**src/common/eft_pkg.sv**
```systemverilog
// shared constants and types for the eight-bit fine timer
`default_nettype none
package eft_pkg;
   // register word addresses (16-bit registers, one per aligned word)
   localparam logic [15:0] ADDR_CLKSEL = 16'h4200;
   localparam logic [15:0] ADDR_RELOAD = 16'h4202;
   localparam logic [15:0] ADDR_COUNT = 16'h4204;
   localparam logic [15:0] ADDR_CTRL = 16'h4206;
   localparam logic [15:0] ADDR_PSC = 16'h4020;
   // byte address is four times the printed offset
   localparam int ADDR_SHIFT = 2;
   // control register fields
   localparam int CTL_RUN = 0;
   localparam int CTL_RST = 1;
   localparam int CTL_ONESHOT = 4;
   localparam int CTL_FINE_LO = 8;
   localparam int CTL_FINE_HI = 11;
   localparam int PSC_RUN = 0;
   // reset values
   localparam logic [3:0] RST_DIVSEL = 4'h0;
   localparam logic [7:0] RST_RELOAD = 8'h00;
   localparam logic [7:0] RST_COUNT = 8'hff;
   localparam logic [3:0] RST_FINE = 4'h0;
   localparam logic [3:0] DIV_RESERVED = 4'hf;
   localparam int PSC_WIDTH = 14;
   localparam logic [3:0] PERIOD_LAST = 4'hf;

   typedef enum logic [2:0] {
      BUS_IDLE = 3'b001,
      BUS_ACK = 3'b010,
      BUS_GAP = 3'b100
   } eft_bus_state_t;

   typedef struct packed {
      logic [3:0] dividerSelect;
      logic [7:0] reloadValue;
      logic [7:0] countValue;
      logic [3:0] fineDelayCount;
      logic oneShotSelect;
      logic runControl;
   } eft_regs_t;
endpackage
`default_nettype wire

```
**src/eft_prescaler.sv**
```systemverilog
// prescaler, counting only while pscRun is set, giving one-cycle tap pulses per divide ratio
`default_nettype none
module eft_prescaler #(
   parameter int WIDTH = eft_pkg::PSC_WIDTH
) (
   // clock and reset
   input wire logic mclk,
   input wire logic arst_n,
   // control
   input wire logic pscRun,
   input wire logic [3:0] divSel,
   // tick out
   output logic tick
);
   typedef struct packed {
      logic [WIDTH-1:0] cnt;
      logic tick;
   } eft_psc_state_t;

   eft_psc_state_t stateFf;
   eft_psc_state_t nxtState;
   logic [WIDTH:0] tapPulse;

   // tap k pulses once every 2**k cycles: low k bits all ones
   assign tapPulse[0] = 1'b1;
   genvar gi;
   generate
      for (gi = 1; gi <= WIDTH; gi++) begin : gTap
         assign tapPulse[gi] = &stateFf.cnt[gi-1:0];
      end
   endgenerate

   always_comb begin
      nxtState = stateFf;
      nxtState.tick = 1'b0;
      if (pscRun) begin
         nxtState.cnt = stateFf.cnt + 1'b1;
         if (divSel != eft_pkg::DIV_RESERVED) begin
            nxtState.tick = tapPulse[divSel];
         end
      end
   end

   always_ff @(posedge mclk or negedge arst_n) begin
      if (!arst_n) begin
         stateFf <= '0;
      end else begin
         stateFf <= nxtState;
      end
   end

   assign tick = stateFf.tick;
endmodule
`default_nettype wire

```
**src/eft_timer.sv**
```systemverilog
// eight-bit down-counting reload timer with fine mode, Wishbone slave
`default_nettype none
module eft_timer (
   // clock and reset
   input wire logic mclk,
   input wire logic arst_n,
   // wishbone slave
   input wire logic wbCyc,
   input wire logic wbStb,
   input wire logic wbWe,
   input wire logic [17:0] wbAdr,
   input wire logic [3:0] wbSel,
   input wire logic [31:0] wbDatW,
   output logic [31:0] wbDatR,
   output logic wbAck,
   // events
   output logic underflow,
   output logic running
);
   typedef struct packed {
      eft_pkg::eft_regs_t regs;
      logic pscRun;
      logic [3:0] uflowCnt;
      logic delayPending;
      logic underflow;
      logic running;
      logic [31:0] rdata;
      logic ack;
      eft_pkg::eft_bus_state_t bus;
   } eft_state_t;

   eft_state_t stateFf;
   eft_state_t nxtState;
   logic tick;
   logic req;
   logic [15:0] wordAdr;
   logic [15:0] wdata;
   logic [15:0] rd;
   logic wrEn;
   logic delayHere;
   logic [4:0] slot;
   logic [8:0] scaled;
   logic [8:0] prevScaled;

   eft_prescaler #(
      .WIDTH(eft_pkg::PSC_WIDTH)
   ) uPsc (
      .mclk(mclk),
      .arst_n(arst_n),
      .pscRun(stateFf.pscRun),
      .divSel(stateFf.regs.dividerSelect),
      .tick(tick)
   );

   assign req = wbCyc && wbStb;
   assign wordAdr = wbAdr[17:eft_pkg::ADDR_SHIFT];
   assign wdata = wbDatW[15:0];

   // spread n delays evenly across the sixteen underflow slots
   assign slot = {1'b0, stateFf.uflowCnt} + 5'h01;
   // operands widened first: a five-bit product would wrap above 31
   assign scaled = {4'h0, slot} * {5'h00, stateFf.regs.fineDelayCount};
   assign prevScaled = {5'h00, stateFf.uflowCnt} *
      {5'h00, stateFf.regs.fineDelayCount};
   assign delayHere = (scaled[8:4] != prevScaled[8:4]);

   always_comb begin
      rd = 16'h0000;
      case (wordAdr)
         eft_pkg::ADDR_CLKSEL:
            rd = {12'h000, stateFf.regs.dividerSelect};
         eft_pkg::ADDR_RELOAD: rd = {8'h00, stateFf.regs.reloadValue};
         eft_pkg::ADDR_COUNT: rd = {8'h00, stateFf.regs.countValue};
         eft_pkg::ADDR_CTRL: begin
            rd[eft_pkg::CTL_FINE_HI:eft_pkg::CTL_FINE_LO] =
               stateFf.regs.fineDelayCount;
            rd[eft_pkg::CTL_ONESHOT] = stateFf.regs.oneShotSelect;
            rd[eft_pkg::CTL_RUN] = stateFf.regs.runControl;
         end
         eft_pkg::ADDR_PSC: rd[eft_pkg::PSC_RUN] = stateFf.pscRun;
         default: rd = 16'h0000;
      endcase
   end

   always_comb begin
      nxtState = stateFf;
      nxtState.underflow = 1'b0;
      wrEn = 1'b0;
      case (stateFf.bus)
         eft_pkg::BUS_IDLE: begin
            if (req) begin
               nxtState.ack = 1'b1;
               nxtState.rdata = {16'h0000, rd};
               nxtState.bus = eft_pkg::BUS_ACK;
               wrEn = wbWe;
            end
         end
         eft_pkg::BUS_ACK: begin
            nxtState.ack = 1'b0;
            nxtState.bus = eft_pkg::BUS_GAP;
         end
         eft_pkg::BUS_GAP: nxtState.bus = eft_pkg::BUS_IDLE;
         default: begin
            nxtState.ack = 1'b0;
            nxtState.bus = eft_pkg::BUS_IDLE;
         end
      endcase

      // count on tick, reload at underflow
      if (stateFf.regs.runControl && tick) begin
         if (stateFf.delayPending) begin
            nxtState.delayPending = 1'b0;
         end else if (stateFf.regs.countValue == 8'h00) begin
            nxtState.regs.countValue = stateFf.regs.reloadValue;
            nxtState.underflow = 1'b1;
            nxtState.uflowCnt = stateFf.uflowCnt + 4'h1;
            nxtState.delayPending = delayHere;
            if (stateFf.regs.oneShotSelect) begin
               nxtState.regs.runControl = 1'b0;
            end
         end else begin
            nxtState.regs.countValue = stateFf.regs.countValue - 8'h01;
         end
      end

      // software writes win over the counter in the same cycle
      if (wrEn) begin
         case (wordAdr)
            eft_pkg::ADDR_CLKSEL: if (wbSel[0]) begin
               nxtState.regs.dividerSelect = wdata[3:0];
            end
            eft_pkg::ADDR_RELOAD: if (wbSel[0]) begin
               nxtState.regs.reloadValue = wdata[7:0];
            end
            eft_pkg::ADDR_CTRL: begin
               if (wbSel[1]) begin
                  nxtState.regs.fineDelayCount =
                     wdata[eft_pkg::CTL_FINE_HI:eft_pkg::CTL_FINE_LO];
               end
               if (wbSel[0]) begin
                  nxtState.regs.oneShotSelect = wdata[eft_pkg::CTL_ONESHOT];
                  nxtState.regs.runControl = wdata[eft_pkg::CTL_RUN];
                  if (wdata[eft_pkg::CTL_RST]) begin
                     nxtState.regs.countValue = stateFf.regs.reloadValue;
                     nxtState.uflowCnt = 4'h0;
                     nxtState.delayPending = 1'b0;
                  end
               end
            end
            eft_pkg::ADDR_PSC: if (wbSel[0]) begin
               nxtState.pscRun = wdata[eft_pkg::PSC_RUN];
            end
            default: nxtState.pscRun = stateFf.pscRun;
         endcase
      end
      nxtState.running = nxtState.regs.runControl;
   end

   always_ff @(posedge mclk or negedge arst_n) begin
      if (!arst_n) begin
         stateFf.regs.dividerSelect <= eft_pkg::RST_DIVSEL;
         stateFf.regs.reloadValue <= eft_pkg::RST_RELOAD;
         stateFf.regs.countValue <= eft_pkg::RST_COUNT;
         stateFf.regs.fineDelayCount <= eft_pkg::RST_FINE;
         stateFf.regs.oneShotSelect <= 1'b0;
         stateFf.regs.runControl <= 1'b0;
         stateFf.pscRun <= 1'b0;
         stateFf.uflowCnt <= 4'h0;
         stateFf.delayPending <= 1'b0;
         stateFf.underflow <= 1'b0;
         stateFf.running <= 1'b0;
         stateFf.rdata <= 32'h0000_0000;
         stateFf.ack <= 1'b0;
         stateFf.bus <= eft_pkg::BUS_IDLE;
      end else begin
         stateFf <= nxtState;
      end
   end

   assign wbDatR = stateFf.rdata;
   assign wbAck = stateFf.ack;
   assign underflow = stateFf.underflow;
   assign running = stateFf.running;
endmodule
`default_nettype wire

```
**config.mk**
```make
export PLATFORM = sky130hd
export DESIGN_NAME = eft_timer
export DESIGN_NICKNAME = d
export VERILOG_FILES = /design/src/common/eft_pkg.sv /design/src/eft_prescaler.sv /design/src/eft_timer.sv
export SDC_FILE = /design/constraint.sdc
export NUM_CORES = 1
export LEC_CHECK = 0
export ABC_AREA = 1
export BUFFER_PORTS_ARGS = -buffer_cell sky130_fd_sc_hd__buf_2
export CAP_MARGIN = 20
export CORE_ASPECT_RATIO = 0.7
export CORE_MARGIN = 3
export CORE_UTILIZATION = 55
export DETAILED_ROUTE_END_ITERATION = 6
export GPL_ROUTABILITY_DRIVEN = 0
export PLACE_DENSITY = 0.8
export REMOVE_ABC_BUFFERS = 1
export SYNTH_ARGS = -nofsm -noshare
export SYNTH_HDL_FRONTEND = slang
export SYNTH_HIERARCHICAL = 1
export SYNTH_SLANG_ARGS = --single-unit
```
**constraint.sdc**
```tcl
create_clock -name mclk -period 4.1 [get_ports mclk]
set_clock_uncertainty 0.05 [all_clocks]
set_input_delay 0.205 -clock mclk [delete_from_list [all_inputs] [get_ports mclk]]
set_output_delay 0.205 -clock mclk [all_outputs]
set_load 0.01 [all_outputs]
```
==> flow_metrics.env, run 1 <==
export IMPL_layout_drive_gt1_share_pct=15.4
export IMPL_synth_top_cell_by_area="dfrtp_1"
export IMPL_leakage_nw=2.92
export IMPL_slew_violations=0
export IMPL_ioPinCount=94
export IMPL_viasPerCell=5.21
export IMPL_cts_resized=0
export IMPL_synth_top_area_share_pct=28.7
export IMPL_nNetsFinal=784
export IMPL_r2r_start="stateFf[40]"
export IMPL_synth_flop_cell="dfrtp_1"
export IMPL_synthToLayoutAreaGrowth_pct=9.54
export IMPL_routed_wl_mm=10.8
export IMPL_clkLatencyLatePin_ns=0.33
export IMPL_place_area_um2=4970
export IMPL_rsz0062_at_grt="no"
export IMPL_port_buffers=49
export IMPL_grtUsageTotal_pct=22.6
export IMPL_critPathLaunchType="flip-flop"
export IMPL_cp_common_cell="nand2_1"
export IMPL_worstPathArrival_ns=3.97
export IMPL_hold_viol_final=8
export IMPL_grt_pass1_vias=3960
export IMPL_setup_viol=0
export IMPL_critPathCaptureType="flip-flop"
export IMPL_avgRoutedWirePerCell_um=13.3
export IMPL_core_um2=8180
export IMPL_avgSynthCellArea_um2=7.34
export IMPL_ff2ff_setup_slack_ns=0.29
export IMPL_synth_edf_count=0
export IMPL_cts_sinks=64
export IMPL_clockBufferDepth=2
export IMPL_hold_path_class="input port to asynchronous set/reset pin"
export IMPL_antenna_found_initial=0
export IMPL_ys_top_cells_by_area="dfrtp_1 29%, nand2_1 13%, inv_1 7.9%"
export IMPL_postLayoutCellArea_um2=5260
export IMPL_firstDrtPassIters=5
export IMPL_post_cts_buffers=0
export IMPL_worst_path_max_delay_cell="fa_1"
export IMPL_worstSetupPathType="flip-flop to flip-flop"
export IMPL_die_x_um=118
export IMPL_grt_ovfl_total=0
export IMPL_cp_num_buf_inv=2
export IMPL_start_util_pct=58.7
export IMPL_period_minus_slack_ns=3.81
export IMPL_finalSetupTns_ns=0
export IMPL_grt_max_degree=65
export IMPL_cts_tree="done"
export IMPL_violations="negative hold slack"
export IMPL_max_cap_violations=0
export IMPL_clkSlewWorstSetupHoldPaths_ns=0.05
export IMPL_drc=0
export IMPL_ys_seq_area_share_pct=33.6
export IMPL_async_reset_ff_share_pct=100
export IMPL_period_share_pct=92.9
export IMPL_tightest_slew_ns=0.814
export IMPL_cts_hold_buffers=0
export IMPL_reg2regPathDepth=19
export IMPL_synth_seq_cells=64
export IMPL_ant_nets=0
export IMPL_cts_max_level=3
export IMPL_dieHeight_um=84.2
export IMPL_numCtsBuffers=9
export IMPL_grt_pass1_wl_mm=18.4
export IMPL_nFillCells=715
export IMPL_diodes=0
export IMPL_cts_root_buf="clkbuf_16"
export IMPL_first_iter_violations=412
export IMPL_most_common_layout_cells="171 x nand2_1, 101 x inv_1, 55 x dfrtp_1"
export IMPL_syn_inst=654
export IMPL_cp_max_fo=6
export IMPL_synth_distinct_cells=45
export IMPL_place_ws_ns=0.201
export IMPL_vias=4229
export IMPL_dp_hpwl_mm=8.33
export IMPL_final_common_cell="nand2_1"
export IMPL_cp_slowest_stage_delay_ns=0.54
export IMPL_required_ns=4.26
export IMPL_layout_setup_ws_ns=0.292
export IMPL_fmax_ghz=0.263
export IMPL_syn_area_um2=4800
export IMPL_relSlewSlack_pct=45.5
export IMPL_dieArea_um2=9900
export IMPL_status="finished with violations"
export IMPL_p_per_area_nw_per_um2=282
export IMPL_rows=27
export IMPL_final_util_pct=64.3
export IMPL_hold_worst_slack_ns=-0.0150
export IMPL_ir_drop_v=0.000174
export IMPL_timing_rr_end="stateFf[38]"
export IMPL_yosys_warnings=6
export IMPL_critPathTopFamily="adder cells"
export IMPL_crit_path_cell_trace="ha_1, nand2_1, inv_1, nor2_2, nand2_1, fa_1, fa_1, inv_1, ha_1, nand2_1, nand2_1, a21oi_2, nand2_1, nand2_1, nand2_1, xnor2_1, nand4_1, nand2_1, a21oi_1"
-- routing by layer --
metal,vias up,GRT usage (%),wire (µm)
met5,-,0,0
met4,0,5.00,127
met3,15,5.19,813
met2,183,32.5,4340
met1,1946,34.5,5500
li1,2085,-,-
-- sequential cells by signal, indices dropped and copies added (netlist names) --
signal and cells:
running 1, stateFf 34, uPsc/stateFf 14, uPsc/tick 1
underflow 1, wbAck 1, wbDatR 12
-- kinds of logic after synthesis --
family,after synthesis,synth area share (%)
compound gates,72,8.31
xor+xnor,18,3.28
fa+ha+maj,35,10.4
buf+inv,156,15.2
flops,64,33.6
mux,4,0.938
other cells,1,0.0781
simple gates,304,28.2
-- through the flow --
stage                     power, mW  hold WS [ns]  std cells
after floorplan               0.740        -0.141        626
after global placement        0.785         0.365        795
after detailed placement      0.790         0.382        795
after CTS                      1.49        0.0375        811
after global routing           1.54        0.0468        811
final                          1.48       -0.0150        811
-- report_power, final --
group	total (mW)	internal, mW	switching [mW]
logic	0.0982	0.0346	0.0635
registers	0.682	0.656	0.0268
clock network	0.704	0.440	0.265
total	1.48	1.13	0.355
-- how the worst max path moves through the flow --
stage | start | endpoint | slack (ns) | depth (start not counted)
finish | stateFf[40] | stateFf[38] | 0.29 | 19
global route | stateFf[40] | stateFf[38] | 0.03 | 19
CTS | stateFf[40] | stateFf[38] | 0.19 | 19
detailed placement | stateFf[40] | stateFf[38] | 0.20 | 19
global placement | stateFf[40] | stateFf[38] | 0.39 | 19
floorplan | stateFf[39] | stateFf[38] | 0.57 | 19
-- layout make-up --
class / instances / area, µm² / area share (%)
clock buffers: 13 / 260 / 4.95
flip-flops and latches: 64 / 1610 / 30.7
multi-input cells: 453 / 2530 / 48.2
well taps: 116 / 145 / 2.76
inverters: 109 / 413 / 7.85
repair buffers: 53 / 275 / 5.23
clock inverters: 3 / 17.5 / 0.333
-- cells in the mapped netlist (2+ instances only) --
cell type,count
nand2_1,171
inv_1,101
dfrtp_1,55
nor2_1,47
nand3_1,44
buf_4,32
ha_1,27
o21ai_0,25
a21oi_1,20
nor3_1,13
o21ai_1,10
dfstp_2,9
nand4_1,9
xnor2_1,9
xor2_1,9
clkbuf_1,8
fa_1,8
inv_2,6
buf_2,5
mux2_2,4
nand2_2,4
o22ai_1,4
o31ai_1,4
nor2_2,3
o211ai_1,3
buf_6,2
nand3b_1,2
nor3_2,2
nor4_1,2
-- worst reg2reg max path, delay by kind of cell, from the launching register on --
family	cells	cell delay [ns]
adders and majority gates	4	1.68
and+or+nand+nor	10	1.01
DFF	1	0.42
AOI/OAI and AO/OA	2	0.24
xor gates and xnor gates	1	0.17
buffers and inverters	2	0.10
Power figures use the tool's default switching activity.
==> run 2: changes to the inputs <==
--- a/config.mk
+++ b/config.mk
@@ -8,12 +8,14 @@
 export ABC_AREA = 1
 export BUFFER_PORTS_ARGS = -buffer_cell sky130_fd_sc_hd__buf_2
 export CAP_MARGIN = 20
+export CELL_PAD_IN_SITES_DETAIL_PLACEMENT = 1
+export CELL_PAD_IN_SITES_GLOBAL_PLACEMENT = 1
 export CORE_ASPECT_RATIO = 0.7
 export CORE_MARGIN = 3
-export CORE_UTILIZATION = 55
+export CORE_UTILIZATION = 40
 export DETAILED_ROUTE_END_ITERATION = 6
 export GPL_ROUTABILITY_DRIVEN = 0
-export PLACE_DENSITY = 0.8
+export PLACE_DENSITY_LB_ADDON = 0.1
 export REMOVE_ABC_BUFFERS = 1
 export SYNTH_ARGS = -nofsm -noshare
 export SYNTH_HDL_FRONTEND = slang
==> run 2 against run 1 <==
Against the previous run:
- the flow now finishes without violations
- flip-flop and latch count is the same
- first-iteration DRC count down 48%
- non-clock buffer count rose by 1
- final area increased by 1.9%
- critical path depth grew 1
- count of clock-buffer cells in the layout unchanged
- critical path type unchanged
- largest power group unchanged
==> flow_metrics.env, run 2 (synthesis results as in run 1) <==
export IMPL_ioPinCount=94
export IMPL_grt_pass1_wl_mm=22.4
export IMPL_cp_max_fo=6
export IMPL_largest_reg_flops=34
export IMPL_core_um2=11400
export IMPL_dieArea_um2=13400
export IMPL_viasPerCell=5.03
export IMPL_setup_viol=0
export IMPL_rows=32
export IMPL_final_util_pct=47.1
export IMPL_cts_tree="done"
export IMPL_cts_root_buf="clkbuf_16"
export IMPL_top_register="stateFf"
export IMPL_numCtsBuffers=9
export IMPL_synthToLayoutAreaGrowth_pct=11.6
export IMPL_p_int_mw=1.24
export IMPL_required_ns=4.25
export IMPL_antenna_found_initial=0
export IMPL_finalSetupTns_ns=0
export IMPL_port_buffers=49
export IMPL_final_common_cell="nand2_1"
export IMPL_seqPwrFrac_pct=42.6
export IMPL_leakage_nw=2.94
export IMPL_layout_area_seq_um2=1610
export IMPL_drc=0
export IMPL_clockBufferDepth=2
export IMPL_grt_max_degree=42
export IMPL_p_per_area_nw_per_um2=299
export IMPL_most_common_layout_cells="171 x nand2_1, 101 x inv_1, 55 x dfrtp_1"
export IMPL_hold_viol_final=0
export IMPL_relSlewSlack_pct=45.4
export IMPL_swShare_pct=22.7
export IMPL_critPathCaptureType="flip-flop"
export IMPL_worstSetupPathType="flip-flop to flip-flop"
export IMPL_rsz0062_at_grt="no"
export IMPL_firstDrtPassIters=4
export IMPL_slew_violations=0
export IMPL_grt_ovfl_total=0
export IMPL_worstPathArrival_ns=3.94
export IMPL_clkLatencyLatePin_ns=0.33
export IMPL_vias=4271
export IMPL_multi_input_area_um2=2540
export IMPL_switchingPower_uw=364
export IMPL_ant_nets=0
export IMPL_dieHeight_um=97.7
export IMPL_cts_sinks=64
export IMPL_layout_drive_gt1_share_pct=15.5
export IMPL_clkSlewWorstSetupHoldPaths_ns=0.05
export IMPL_dp_hpwl_mm=10.6
export IMPL_ir_drop_v=0.000209
export IMPL_fmax_ghz=0.264
export IMPL_routed_wl_mm=13.2
export IMPL_status="finished, final reports clean"
export IMPL_die_x_um=137
export IMPL_total_power_mw=1.60
export IMPL_combPwrFrac_pct=6.3
export IMPL_p_clk_share_pct=51.1
export IMPL_start_util_pct=42.2
export IMPL_first_iter_violations=213
export IMPL_grt_pass1_vias=4422
export IMPL_max_cap_violations=0
export IMPL_diodes=0
export IMPL_critPathLaunchType="flip-flop"
export IMPL_avgRoutedWirePerCell_um=15.6
export IMPL_period_minus_slack_ns=3.79
export IMPL_cts_max_level=3
export IMPL_nNetsFinal=785
export IMPL_nFillCells=1461
export IMPL_period_share_pct=92.4
export IMPL_tightest_slew_ns=0.816
export IMPL_hold_path_class="input port to flip-flop"
export IMPL_grtUsageTotal_pct=21.2
export IMPL_ff2ff_setup_slack_ns=0.31
[run 2: cell types whose count changed in the layout (fill, tap and decap cells not counted)]
cell	delta
ha_1	-1
nand3_1	-1
clkbuf_8	-1
clkinvlp_4	-1
bufinv_16	+2
clkinv_2	-1
ha_2	+1
nand3_2	+1
clkbuf_1	+1
dlygate4sd3_1	+1
[run 2: power groups by stage]
stage | Combinational [mW] | Sequential [mW] | Clock, mW
after floorplan | 0.0536 | 0.686 | 0
after global placement | 0.0979 | 0.691 | 0
after detailed placement | 0.101 | 0.692 | 0
after CTS | 0.102 | 0.682 | 0.832
after global routing | 0.119 | 0.687 | 0.868
final | 0.101 | 0.683 | 0.819
[run 2: cell type report]
class / instances / share of cell area (%)
sequential: 64 / 30.1
inverter: 109 / 7.70
clock inverter: 3 / 1.21
tap: 153 / 3.57
clock buffer: 13 / 4.67
timing repair buffer: 54 / 5.32
multi-input combinational: 453 / 47.4
[run 2: path summary, 6_finish.rpt]
path	start	end	cells past startpoint
max reg2reg	stateFf[40]	stateFf[38]	20
max	stateFf[40]	stateFf[38]	20
min in group asynchronous	arst_n	wbAck	2
min	wbDatW[0]	stateFf[43]	3
min reg2reg	wbDatR[6]	wbDatR[6]	2
max in group asynchronous	arst_n	stateFf[50]	3
[run 2: repair_timing]
item	in CTS	in global routing
endpoints found under the hold margin	20	0
hold buffers	1	0
gates resized for setup	0	4
endpoints found under the setup margin	0	1
buffers inserted	0	0
[run 2: critical path, cell delays in order (launching register included)]
cell     delay, ns
dfrtp_1       0.44
ha_1          0.24
nand2_1       0.11
inv_1         0.06
nor2_2        0.14
nand2_1       0.09
fa_1          0.50
inv_1         0.06
fa_1          0.47
ha_1          0.33
nand2_1       0.06
inv_1         0.06
nand3_1       0.12
nand2_1       0.13
nand2_1       0.07
nand3_1       0.09
nand2_1       0.06
a21oi_1       0.23
nand4_1       0.15
nand2_1       0.13
a21oi_1       0.08
[run 2: layer usage]
layer	track usage (%)	share of wire [%]
met4	2.76	0.45
met2	29.1	39
met5	0	0
met3	4.19	6.4
met1	34.5	55
[run 2: through the flow]
| step | setup slack (ns) | cell area, µm² | std cells | hold WS [ns] |
|---|---|---|---|---|
| floorplan | 0.574 | 4550 | 626 | -0.141 |
| global placement | 0.270 | 5020 | 832 | 0.178 |
| detailed placement | 0.115 | 5020 | 832 | 0.184 |
| CTS | 0.0837 | 5350 | 849 | 0.0523 |
| global route | 0.0325 | 5360 | 849 | 0.0586 |
| finish | 0.310 | 5360 | 849 | 0.0589 |
